`src/eis_pkg.sv`:
```
// Constants for the external interrupt and shared pin select block.
// Assumes a 20 MHz system clock and a plain strobe register port.
package eis_pkg;
   // Register offsets
   localparam logic [3:0] EIS_OFS_CTRL   = 4'h0;
   localparam logic [3:0] EIS_OFS_STATUS = 4'h1;
   localparam logic [3:0] EIS_OFS_MASK   = 4'h2;
   localparam logic [3:0] EIS_OFS_DACLO  = 4'h3;
   localparam logic [3:0] EIS_OFS_DACHI  = 4'h4;
   localparam logic [3:0] EIS_OFS_PINS   = 4'h5;
   localparam logic [3:0] EIS_OFS_TIMSEL = 4'h6;
   // Control field positions
   localparam int EIS_CTL_EDGE_A = 0;
   localparam int EIS_CTL_EDGE_B = 1;
   localparam int EIS_CTL_ZC     = 2;
   localparam int EIS_CTL_DAC    = 3;
   localparam int EIS_CTL_CMP    = 4;
   localparam int EIS_CTL_PANEL  = 5;
   localparam int EIS_CTL_COMS_L = 6;
   // Reset values
   localparam logic [7:0] EIS_CTRL_RST = 8'h00;
   localparam logic [1:0] EIS_MASK_RST = 2'h3;
   // Noise filter: 3 samples must agree
   localparam int EIS_FILT_LEN = 3;
   // Common count encodings
   localparam logic [1:0] EIS_COM2 = 2'h0;
   localparam logic [1:0] EIS_COM3 = 2'h1;
   localparam logic [1:0] EIS_COM4 = 2'h2;
endpackage : eis_pkg

```
`src/eis_top.sv`:
```
// External interrupt inputs with filters, and shared pin mode select.
// Assumes async pins, one 20 MHz clock, and a strobe register port.
//
// Summary of operation
// - Request flag set on the edge chosen by each edge-select bit.
// - Inputs pass a noise filter; filtered level readable in the pins register.
// - Input a clocks timer 1, input b timer 2; edges still set flags.
// - Zero-cross enable routes input b to zero-cross detection.
// - Six-bit converter code from four low and two high data bits.
// - Converter on, comparator off: converter drives shared analog pin.
// - Converter off, comparator on: pin is comparator inverting input.
// - Both on: converter feeds comparator internally; pin unused.
// - Reset clears both enables; pin then high impedance.
// - Panel enable 0: segment pins plain outputs; commons 0 and 1 unused.
// - Panel supports 14x2, 13x3 and 12x4 segment and common layouts.
// - Low reset overrides everything and releases standby.
// - Reset makes shared port pins high-impedance plain inputs.
`timescale 1ns/10ps
module eis_top
   import eis_pkg::*;
(
   // Clock and reset
   input  wire logic       i_clk,
   input  wire logic       i_resetn,
   // Register port
   input  wire logic [3:0] i_addr,
   input  wire logic [7:0] i_wdata,
   input  wire logic       i_wr,
   input  wire logic       i_rd,
   output logic      [7:0] o_rdata,
   // External interrupt pins
   input  wire logic       i_ext_irq_in_a,
   input  wire logic       i_ext_irq_in_b,
   // Timer and zero-cross hooks
   output logic            o_timer1_clk,
   output logic            o_timer2_clk,
   output logic            o_zero_cross,
   output logic            o_irq,
   // Standby
   input  wire logic       i_standby_req,
   output logic            o_standby,
   // Analog select
   output logic      [5:0] o_dac_code,
   output logic            o_dac_to_pin,
   output logic            o_shared_analog_pin_oe,
   output logic            o_cmp_from_pin,
   output logic            o_cmp_from_dac,
   output logic            o_converter_on,
   // Panel select
   output logic            o_panel_mode,
   output logic      [1:0] o_common_count,
   output logic      [3:0] o_common_drive_en,
   output logic     [13:0] o_segment_drive_en,
   output logic     [13:0] o_plain_out_en,
   // Shared port pins
   output logic            o_port_pins_reset
);

   typedef struct packed {
      logic [1:0] sync1;
      logic [1:0] sync2;
      logic [1:0] filt;
      logic [1:0] prev;
      logic [3:0] hist_a;
      logic [3:0] hist_b;
      logic [7:0] ctrl;
      logic [1:0] status;
      logic [1:0] mask;
      logic [3:0] dac_lo;
      logic [1:0] dac_hi;
      logic [1:0] timsel;
      logic       standby;
      logic [7:0] rdata;
   } eis_state_t;

   eis_state_t s_q, s_d;
   logic [1:0] edge_hit;

   function automatic logic edge_seen(input logic prv, input logic cur, input logic rise);
      edge_seen = rise ? (!prv && cur) : (prv && !cur);
   endfunction : edge_seen

   always_comb begin
      s_d = s_q;
      s_d.sync1 = {i_ext_irq_in_b, i_ext_irq_in_a};
      s_d.sync2 = s_q.sync1;
      // Majority-free filter: level changes only when samples agree
      s_d.hist_a = {s_q.hist_a[2:0], s_q.sync2[0]};
      s_d.hist_b = {s_q.hist_b[2:0], s_q.sync2[1]};
      if (s_q.hist_a[EIS_FILT_LEN-1:0] == '1) begin
         s_d.filt[0] = 1'b1;
      end else if (s_q.hist_a[EIS_FILT_LEN-1:0] == '0) begin
         s_d.filt[0] = 1'b0;
      end
      if (s_q.hist_b[EIS_FILT_LEN-1:0] == '1) begin
         s_d.filt[1] = 1'b1;
      end else if (s_q.hist_b[EIS_FILT_LEN-1:0] == '0) begin
         s_d.filt[1] = 1'b0;
      end
      s_d.prev = s_q.filt;
      // Register writes; status clear is write-one
      if (i_wr) begin
         unique case (i_addr)
            EIS_OFS_CTRL:   s_d.ctrl = i_wdata;
            EIS_OFS_STATUS: s_d.status = s_q.status & ~i_wdata[1:0];
            EIS_OFS_MASK:   s_d.mask = i_wdata[1:0];
            EIS_OFS_DACLO:  s_d.dac_lo = i_wdata[3:0];
            EIS_OFS_DACHI:  s_d.dac_hi = i_wdata[3:2];
            EIS_OFS_TIMSEL: s_d.timsel = i_wdata[1:0];
            default: ;
         endcase
      end
      // Set wins over a clear in the same cycle
      s_d.status = s_d.status | edge_hit;
      // Any pending request with its mask bit set wakes from standby, but a standby request in the same cycle wins
      if (i_standby_req) begin
         s_d.standby = 1'b1;
      end else if (|(s_q.status & s_q.mask)) begin
         s_d.standby = 1'b0;
      end
      s_d.rdata = 8'h00;
      if (i_rd) begin
         unique case (i_addr)
            EIS_OFS_CTRL:   s_d.rdata = s_q.ctrl;
            EIS_OFS_STATUS: s_d.rdata = {6'h00, s_q.status};
            EIS_OFS_MASK:   s_d.rdata = {6'h00, s_q.mask};
            EIS_OFS_DACLO:  s_d.rdata = {4'h0, s_q.dac_lo};
            EIS_OFS_DACHI:  s_d.rdata = {4'h0, s_q.dac_hi, 2'h0};
            EIS_OFS_PINS:   s_d.rdata = {6'h00, s_q.filt};
            EIS_OFS_TIMSEL: s_d.rdata = {6'h00, s_q.timsel};
            default:        s_d.rdata = 8'h00;
         endcase
      end
      if (!i_resetn) begin
         s_d = '0;
         s_d.ctrl = EIS_CTRL_RST;
         s_d.mask = EIS_MASK_RST;
      end
   end

   // Edge per selected polarity; timer edges count too
   assign edge_hit[0] = edge_seen(s_q.prev[0], s_q.filt[0], s_q.ctrl[EIS_CTL_EDGE_A]);
   assign edge_hit[1] = edge_seen(s_q.prev[1], s_q.filt[1], s_q.ctrl[EIS_CTL_EDGE_B]);

   always_ff @(posedge i_clk) begin
      s_q <= s_d;
   end

   logic dac_en, cmp_en, pnl_en;
   logic [1:0] coms;
   assign dac_en = s_q.ctrl[EIS_CTL_DAC];
   assign cmp_en = s_q.ctrl[EIS_CTL_CMP];
   assign pnl_en = s_q.ctrl[EIS_CTL_PANEL];
   assign coms   = s_q.ctrl[EIS_CTL_COMS_L+1:EIS_CTL_COMS_L];

   assign o_rdata   = s_q.rdata;
   assign o_irq     = |(s_q.status & s_q.mask);
   assign o_standby = s_q.standby;
   // Input a clocks timer 1, input b timer 2 when selected
   assign o_timer1_clk = s_q.timsel[0] & s_q.filt[0];
   assign o_timer2_clk = s_q.timsel[1] & s_q.filt[1];
   assign o_zero_cross = s_q.ctrl[EIS_CTL_ZC] & s_q.filt[1];
   // Code built from both data fields
   assign o_dac_code = {s_q.dac_hi, s_q.dac_lo};
   // Pin driven only in converter-only mode
   assign o_dac_to_pin           = dac_en & !cmp_en;
   assign o_shared_analog_pin_oe = dac_en & !cmp_en;
   assign o_cmp_from_pin = !dac_en & cmp_en;
   assign o_cmp_from_dac = dac_en & cmp_en;
   assign o_converter_on = dac_en;
   assign o_panel_mode   = pnl_en;
   assign o_common_count = coms;
   // Shared pins 12 and 13 become commons 3 and 2 as needed
   always_comb begin
      o_common_drive_en  = 4'h0;
      o_segment_drive_en = 14'h0000;
      o_plain_out_en     = 14'h3FFF;
      if (pnl_en) begin
         o_plain_out_en = 14'h0000;
         unique case (coms)
            EIS_COM3: begin
               o_common_drive_en  = 4'h7;
               o_segment_drive_en = 14'h1FFF;
            end
            EIS_COM4: begin
               o_common_drive_en  = 4'hF;
               o_segment_drive_en = 14'h0FFF;
            end
            default: begin
               o_common_drive_en  = 4'h3;
               o_segment_drive_en = 14'h3FFF;
            end
         endcase
      end
   end
   // Port pins held as inputs while reset is low
   assign o_port_pins_reset = !i_resetn;

   zero_pin_a: assert property (@(posedge i_clk) disable iff (!i_resetn)
      (dac_en && cmp_en) |-> !o_shared_analog_pin_oe)
      else $error("pin driven in internal mode");
   drive_pin_a: assert property (@(posedge i_clk) disable iff (!i_resetn)
      o_shared_analog_pin_oe == (dac_en && !cmp_en))
      else $error("pin drive mismatch");
   cmp_pin_a: assert property (@(posedge i_clk) disable iff (!i_resetn)
      (!dac_en && cmp_en) |-> (o_cmp_from_pin && !o_cmp_from_dac))
      else $error("comparator source wrong");
   reset_clear_a: assert property (@(posedge i_clk)
      !i_resetn |=> (!o_shared_analog_pin_oe && s_q.ctrl == EIS_CTRL_RST && !o_standby))
      else $error("reset did not clear");
   edge_flag_a: assert property (@(posedge i_clk) disable iff (!i_resetn)
      edge_hit[0] |=> s_q.status[0])
      else $error("flag a not set");
   sync_delay_a: assert property (@(posedge i_clk) disable iff (!i_resetn)
      $rose(s_q.filt[0]) |-> $past(s_q.sync2[0], 2) && $past(s_q.sync2[0], 4))
      else $error("filter rose early");
   once_edge_a: assert property (@(posedge i_clk) disable iff (!i_resetn)
      edge_hit[1] |=> !edge_hit[1])
      else $error("double edge b");
   dac_code_a: assert property (@(posedge i_clk) disable iff (!i_resetn)
      (i_wr && i_addr == EIS_OFS_DACLO) |=> o_dac_code[3:0] == $past(i_wdata[3:0]))
      else $error("code low wrong");
   plain_out_a: assert property (@(posedge i_clk) disable iff (!i_resetn)
      !pnl_en |-> (o_plain_out_en == 14'h3FFF && o_common_drive_en == 4'h0))
      else $error("plain mode wrong");
   seg_count_a: assert property (@(posedge i_clk) disable iff (!i_resetn)
      (pnl_en && coms == EIS_COM4) |-> $countones(o_segment_drive_en) == 12)
      else $error("layout wrong");
   three_com_a: assert property (@(posedge i_clk) disable iff (!i_resetn)
      (pnl_en && coms == EIS_COM3) |->
      ($countones(o_segment_drive_en) == 13 && o_common_drive_en == 4'h7))
      else $error("three common layout wrong");
   panel_on_a: assert property (@(posedge i_clk) disable iff (!i_resetn)
      pnl_en |-> o_plain_out_en == 14'h0000)
      else $error("plain outputs on in panel mode");
   flag_b_a: assert property (@(posedge i_clk) disable iff (!i_resetn)
      edge_hit[1] |=> s_q.status[1])
      else $error("flag b not set");
   flag_clear_a: assert property (@(posedge i_clk) disable iff (!i_resetn)
      (i_wr && i_addr == EIS_OFS_STATUS && i_wdata[0] && !edge_hit[0]) |=> !s_q.status[0])
      else $error("flag a not cleared");
   filt_hold_a: assert property (@(posedge i_clk) disable iff (!i_resetn)
      (s_q.hist_a[EIS_FILT_LEN-1:0] != '1 && s_q.hist_a[EIS_FILT_LEN-1:0] != '0)
      |=> $stable(s_q.filt[0]))
      else $error("filter moved without agreement");
   read_idle_a: assert property (@(posedge i_clk) disable iff (!i_resetn)
      !i_rd |=> o_rdata == 8'h00)
      else $error("read data not idle");
   timer_clk_a: assert property (@(posedge i_clk) disable iff (!i_resetn)
      !s_q.timsel[1] |-> !o_timer2_clk)
      else $error("timer 2 clock leaked");
   zero_off_a: assert property (@(posedge i_clk) disable iff (!i_resetn)
      !s_q.ctrl[EIS_CTL_ZC] |-> !o_zero_cross)
      else $error("zero cross leaked");
   dac_high_a: assert property (@(posedge i_clk) disable iff (!i_resetn)
      (i_wr && i_addr == EIS_OFS_DACHI) |=> o_dac_code[5:4] == $past(i_wdata[3:2]))
      else $error("code high wrong");
   pin_idle_a: assert property (@(posedge i_clk) disable iff (!i_resetn)
      (!dac_en && !cmp_en) |-> (!o_shared_analog_pin_oe && !o_cmp_from_pin && !o_cmp_from_dac))
      else $error("idle analog mode wrong");
   standby_wake_a: assert property (@(posedge i_clk) disable iff (!i_resetn)
      (|(s_q.status & s_q.mask) && !i_standby_req) |=> !o_standby)
      else $error("standby not released");
   port_reset_a: assert property (@(posedge i_clk)
      !i_resetn |-> o_port_pins_reset)
      else $error("port pins not held in reset");

   cov_zc_c:    cover property (@(posedge i_clk) disable iff (!i_resetn) $rose(o_zero_cross));
   cov_stby_c:  cover property (@(posedge i_clk) disable iff (!i_resetn) $fell(o_standby));
   cov_irq_c:   cover property (@(posedge i_clk) disable iff (!i_resetn) $rose(o_irq));
   cov_dac_c:   cover property (@(posedge i_clk) disable iff (!i_resetn) o_cmp_from_dac);
   cov_panel_c: cover property (@(posedge i_clk) disable iff (!i_resetn)
      pnl_en && coms == EIS_COM3);
endmodule : eis_top

```
`config.mk`:
```
export PLATFORM = sky130hd
export DESIGN_NAME = eis_top
export DESIGN_NICKNAME = d
export VERILOG_FILES = /design/src/eis_pkg.sv /design/src/eis_top.sv
export SDC_FILE = /design/constraint.sdc
export NUM_CORES = 1
export LEC_CHECK = 0
export ABC_AREA = 1
export BUFFER_PORTS_ARGS = -buffer_cell sky130_fd_sc_hd__buf_4
export CAP_MARGIN = 10
export CORE_AREA = 3 3 76 78
export DETAILED_ROUTE_END_ITERATION = 12
export DIE_AREA = 0 0 79 81
export PLACE_DENSITY = 0.66
export SETUP_SLACK_MARGIN = 0.2
export SKIP_LAST_GASP = 1
export SLEW_MARGIN = 5
export SYNTH_ARGS = -nofsm -noshare
export SYNTH_HDL_FRONTEND = slang
export SYNTH_SLANG_ARGS = --single-unit
```
`constraint.sdc`:
```
create_clock -name i_clk -period 1.9 [get_ports i_clk]
set_clock_uncertainty 0.05 [all_clocks]
set_input_delay 0.57 -clock i_clk [delete_from_list [all_inputs] [get_ports i_clk]]
set_output_delay 0.57 -clock i_clk [all_outputs]
set_load 0.01 [all_outputs]
```
==> results of run 1 <==
==> final timing paths <==
check                    startpoint                     end  slack, ns  cells past startpoint
hold / removal              s_q[44]                 s_q[42]       0.36                      2
hold reg to reg             s_q[44]                 s_q[42]       0.36                      2
setup / recovery  o_common_count[0]  o_segment_drive_en[13]       0.12                      5
setup reg to reg       o_panel_mode              o_rdata[5]       0.71                      5
==> cell usage in the layout (no fill, tap or decap), types with 2 or more instances in the layout <==
| master | count |
|---|---|
| nand3_1 | 27 |
| nand2_1 | 48 |
| a21oi_1 | 19 |
| inv_1 | 38 |
| o211ai_1 | 4 |
| o22ai_1 | 2 |
| buf_4 | 89 |
| nor2_2 | 3 |
| dfxtp_2 | 4 |
| clkbuf_8 | 7 |
| nor2_1 | 8 |
| nand3_2 | 2 |
| nor3_1 | 6 |
| o21ai_0 | 14 |
| dfxtp_1 | 38 |
| nor2_4 | 3 |
==> per-stage QoR <==
| step | worst slack [ns] | instance area (um^2) | cells | utilization |
|---|---|---|---|---|
| final | 0.125 | 2610 | 391 | 0.507 |
| after global routing | 0.0743 | 2610 | 391 | 0.507 |
| after CTS | 0.136 | 2580 | 388 | 0.501 |
| after detailed placement | 0.261 | 2400 | 374 | 0.466 |
| after global placement | 0.256 | 2400 | 374 | 0.466 |
| after floorplan | 0.297 | 2060 | 272 | - |
==> repair_timing <==
action                     in CTS  in global routing
pin swaps                       2                  0
gates resized for setup         6                  4
setup endpoints to repair      18                 22
buffers inserted                6                  3
hold buffers                    0                  0
==> kinds of logic after synthesis <==
logic type,count (synthesis)
simple gates,97
buf+inv,91
flops,43
compound gates,39
fa+ha+maj,2
==> state kept, by name, summed over array words and instances, names as in the netlist <==
register,count
s_q,23
o_dac_code,6
o_converter_on,1
cmp_en,1
o_panel_mode,1
o_common_count,2
o_standby,1
o_rdata,8
==> tightest hold or removal path, cell delays in order (launching register included) <==
cell     delay (ns)
dfxtp_1        0.31
nand2_1        0.04
inv_1          0.04
==> metal layers <==
layer,vias to the layer above,track usage,part of all wire
met1,745,0.169,0.44
met4,0,0.0481,0.013
met3,9,0.0344,0.063
met2,56,0.236,0.49
li1,907,-,-
met5,-,0,0
==> cell type report <==
type,instances,area (um^2)
fill,518,2530
clock buffer,8,100
multi-input combinational,138,693
tap,70,87.6
timing repair buffer,91,699
inverter,41,158
sequential,43,870
==> power by group through the flow <==
stage / Sequential (mW) / Clock [mW] / Combinational (mW)
finish: 0.925 / 0.610 / 0.177
global route: 0.926 / 0.689 / 0.194
CTS: 0.925 / 0.641 / 0.174
detailed placement: 0.946 / 0 / 0.167
global placement: 0.945 / 0 / 0.165
floorplan: 0.947 / 0 / 0.0984
==> key figures, run 1 <==
CTS
  – Worst-path clk slew: 0.07 ns
  – Clock latency on the worst-skew pair: just under 0.3 ns
  – Htree depth: 2
  – Clock sinks: 43
  – TritonCTS clock tree: done
  – CTS Buf Count: 5
  – Clk buf depth: 2
  – Root Buffer: clkbuf_8

Logic synthesis
  – Synth Area in Adders: 0.0122
  – Top cells by area, synth: dfxtp_1 (42%), buf_4 (16%), nand2_1 (8.8%)
  – Area share of the largest cell type after synthesis: 0.418
  – Post-Syn Area: 2060 um^2
  – Cell accounting for the most synthesized area: dfxtp_1
  – Mapped Avg Cell Area: approximately 7.6 um^2
  – Post-synthesis compound-gate area fraction: 0.101
  – Seq cells post-synth: 43
  – Largest family of logic cells by synthesized area: buffers and inverters
  – Post-synth top cells: nand2_1 (48), buf_4 (44), dfxtp_1 (43), inv_1 (40), nand3_1 (27)
  – Number of unique standard cell types used by synthesis: 19
  – Mapped Cells: 272
  – Main flop type after synthesis: dfxtp_1
  – Ys async rst share: 0
  – Post-synth EDFFs: 0
  – Synth Warn #: 0
  – Syn nets: roughly 300
  – Post-synthesis sequential area ratio: 0.418
  – Cell with the most instances after synthesis: nand2_1
  – Mux share of post-synthesis cell area: 0
  – Post-Synth Simple-Gate Area: 0.217
  – XOR/XNOR share of the synthesized area: 0

Placed design
  – Port bufs: 78
  – Routability Congestion: between 0.8 and 0.9
  – Post-DP HPWL: about 3.3 mm

Routing
  – WL/cell: ~11 um
  – Final wirelength: around 4.4 mm
  – Vias: ~1700
  – Routed Antenna Nets: 0
  – Initial DRT Pass Iterations: 4
  – Via/cell ratio: about 4.4
  – Iter 0 DRT Violations: 56
  – DRC errors left: 0

STA
  – Worst rel slew slack: 0.776
  – Least-Margin Pin Slew: 0.335 ns
  – Min cycle time layout: 1.78 ns
  – Setup TNS: 0 ns
  – Hold Fails Final Rpt: 0
  – Max-slew violations: 0
  – Final Cycle Share: 0.934
  – Hold slack: around 0.36 ns
  – Achievable frequency: 563 MHz
  – Setup Viol. Count Final: 0
  – Unrepaired setup endpoints after global routing: true

Worst setup path
  – Critical-path cell list: inv_2 > ha_4 > nand2_1 > inv_1 > buf_4
  – Slowest cell delay on critical path: 0.34 ns
  – CP Class: reg2out
  – Startpoint Class: register
  – CP Data Required Time: roughly 1.3 ns
  – Crit path DAT: 1.16 ns
  – Slowest-stage cell, CP: dfxtp_2
  – Crit end category: output pin
  – Crit-path max FO: 3
  – WP buf/inv: 3
  – Top cell family by delay on the critical path: flip-flops

Floorplan
  – Io pins: about 80
  – Initial core utilization: 0.400
  – Die width: between 70 and 80 um
  – Core Rows: 26
  – Die ar.: 6400 um^2
  – Core Area: roughly 5100 um^2
  – Die Height: approximately 81 um

Power and ir drop
  – Internal power: 1.33 mW
  – Peak VDD IR: 0.000560 V
  – Power share of the combinational group: 0.103
  – Clock share of power: 0.357
  – Sequential Power Share: 0.540
  – Static leakage: around 1.3 nW
  – Pwr Density: between 600 and 700 nW/um^2
  – Switching power: 0.383 mW
  – Pwr Total: ~1.7 mW
  – Sw Ratio: 0.224

GRT
  – First-pass GRT wire length: between 7 and 8 mm
  – Largest net degree at the start of global routing: 18
  – Initial antenna violation count: 0
  – Global route overflow: 0
  – Number of global-route vias before repair: ~1500
  – All-layer global routing usage: 0.138

Layout
  – Antenna diode count: 0
  – Synth-to-layout area growth: 26.8%
  – Share of cells above drive strength 1: 0.355
  – Number of nets in the layout: approximately 340

Status
  – Outcome: finished, final reports clean

Hold path
  – Hold Crit Class: reg2reg

Run
  – Max-cap viol count: 0
No activity file was read; power rests on OpenSTA's default activity.
==> inputs of run 2 (changes only) <==
- CORE_AREA: 3 3 76 78 -> 3 3 70 72
- DIE_AREA: 0 0 79 81 -> 0 0 73 75
- PLACE_DENSITY: 0.66 -> 0.77
==> run 2 against run 1 <==
  * Register-to-register slack better by 0.16 ns
  * Power is 0.42% lower
  * First-iteration DRC count increased by 20%
  * Critical path type unchanged
  * Sequential power about the same
  * Combinational power hardly changed
  * Count of clock-buffer cells in the layout down 2
  * Critical path depth unchanged
  * Non-clock buffer count decreased by 3
  * Routed wire length fell by 0.32%
  * Clock power down 1%
  * Core utilization up 8.3 points
  * Setup slack better by 0.0044 ns
  * Largest cell class unchanged
==> key figures, run 2 (same netlist as run 1, synthesis figures left out) <==
Worst setup path
  – Critical-path cell list: inv_2 > ha_4 > nand2_2 > inv_2 > buf_6
  – CP Class: reg2out
  – Top cell family by delay on the critical path: flip-flops
  – Slowest cell delay on critical path: ~0.34 ns
  – Crit-path max FO: 3
  – Crit path DAT: around 1.2 ns
  – Startpoint Class: register
  – Crit end category: output pin
  – Slowest-stage cell, CP: dfxtp_2
  – CP Data Required Time: 1.28 ns
  – WP buf/inv: 3
  – Cell mode on critical path: inv_2

Routing
  – DRC errors left: 0
  – Initial DRT Pass Iterations: 4
  – Iter 0 DRT Violations: between 60 and 70
  – Routed Antenna Nets: 0
  – WL/cell: approximately 12 um
  – Final wirelength: roughly 4.4 mm
  – Via/cell ratio: around 4.7
  – Vias: about 1700

Floorplan
  – Die ar.: approximately 5500 um^2
  – Die width: 73 um
  – Core Rows: 24
  – Core Area: approximately 4400 um^2
  – Die Height: between 70 and 80 um
  – Initial core utilization: 0.472
  – Io pins: between 70 and 80

CTS
  – Root Buffer: clkbuf_8
  – CTS hold repair buffers: 0
  – Worst-path clk slew: around 0.08 ns
  – Clock latency on the worst-skew pair: 0.30 ns
  – Htree depth: 2
  – Clock sinks: between 40 and 50
  – CTS Buf Count: 5
  – Clk buf depth: 2
  – TritonCTS clock tree: done

Layout
  – Largest register FFs: 23
  – Register area: 870 um^2
  – Number of nets in the layout: around 340
  – Multi-input logic area: about 700 um^2
  – Most frequent cells in the layout: buf_4 (85), nand2_1 (47), dfxtp_1 (38)
  – Fill count: roughly 400
  – Synth-to-layout area growth: 24.9%
  – Share of cells above drive strength 1: 0.362
  – Most common cell after layout, fill and taps aside: buf_4
  – Antenna diode count: 0
  – Largest register by flop count: s_q
  – Final Util: 0.590

GRT
  – Largest net degree at the start of global routing: 18
  – Global route overflow: 0
  – First-pass GRT wire length: about 6.7 mm
  – Initial antenna violation count: 0
  – All-layer global routing usage: 0.156
  – Number of global-route vias before repair: 1481

Power and ir drop
  – Internal power: 1.29 mW
  – Power share of the combinational group: 0.104
  – Sequential Power Share: 0.542
  – Pwr Density: 663 nW/um^2
  – Sw Ratio: 0.242
  – Switching power: roughly 0.41 mW
  – Clock share of power: 0.354
  – Peak VDD IR: roughly 0.00046 V
  – Static leakage: roughly 1.3 nW

STA
  – Unrepaired setup endpoints after global routing: true
  – Worst rel slew slack: 0.779
  – Least-Margin Pin Slew: 0.330 ns
  – Worst setup margin: roughly 0.13 ns
  – Setup TNS: 0 ns
  – Min cycle time layout: roughly 1.8 ns
  – Achievable frequency: approximately 560 MHz
  – Max-slew violations: 0
  – Hold Fails Final Rpt: 0
  – Setup Viol. Count Final: 0
  – Final Cycle Share: 0.932

Placed design
  – Post-DP HPWL: between 3 and 4 mm
  – Port bufs: slightly below 80
  – Routability Congestion: approximately 0.95
  – Place WS: approximately 0.24 ns

Hold path
  – Hold Crit Class: reg2reg

Status
  – Outcome: finished, final reports clean

Run
  – Max-cap viol count: 0
-- run 2: worst paths after layout --
kind	from	slack, ns	cells past startpoint	to
hold / removal	s_q[44]	0.37	2	s_q[42]
hold reg to reg	s_q[44]	0.37	2	s_q[42]
setup / recovery	o_common_count[0]	0.13	5	o_segment_drive_en[13]
setup reg to reg	o_panel_mode	0.87	4	o_panel_mode
-- run 2: through the flow --
stage          std cells  hold WS [ns]  area, um^2  power (mW)
2_1_floorplan        272         0.340        2060        1.04
3_3_place_gp         356         0.342        2370        1.11
3_5_place_dp         356         0.346        2370        1.11
4_1_cts              369         0.365        2550        1.72
5_1_grt              370         0.399        2570        1.78
6_report             370         0.366        2570        1.70
-- run 2: layout make-up --
| type | instances | area share |
|---|---|---|
| timing repair buffer | 88 | 0.265 |
| inverter | 41 | 0.0613 |
| multi-input combinational | 138 | 0.272 |
| tap | 52 | 0.0253 |
| clock inverter | 2 | 0.00633 |
| clock buffer | 6 | 0.0321 |
| sequential | 43 | 0.338 |
-- run 2: tightest hold or removal path, cell delays in order (launching register included) --
cell and delay, ns:
dfxtp_1 0.31, nand2_1 0.04, inv_1 0.04
-- run 2: metal layers --
metal | part of all wire | routed length [um] | vias up | track usage
li1 | - | - | 902 | -
met1 | 0.44 | 1900 | 757 | 0.186
met2 | 0.49 | 2120 | 55 | 0.259
met5 | 0 | 0 | - | 0
met4 | 0.010 | 44 | 0 | 0.0553
met3 | 0.068 | 296 | 7 | 0.0574
-- run 2: timing repair --
item | CTS | global route
setup endpoints to repair | 18 | 21
cloned | 0 | 0
resized for setup | 9 | 5
pin swaps | 2 | 0
setup buffers | 5 | 1
-- run 2: power groups by stage --
stage / combinational (mW) / clock (mW) / sequential [mW]
2_1_floorplan: 0.0984 / 0 / 0.947
3_3_place_gp: 0.164 / 0 / 0.945
3_5_place_dp: 0.167 / 0 / 0.946
4_1_cts: 0.175 / 0.621 / 0.925
5_1_grt: 0.194 / 0.658 / 0.926
6_report: 0.177 / 0.603 / 0.924
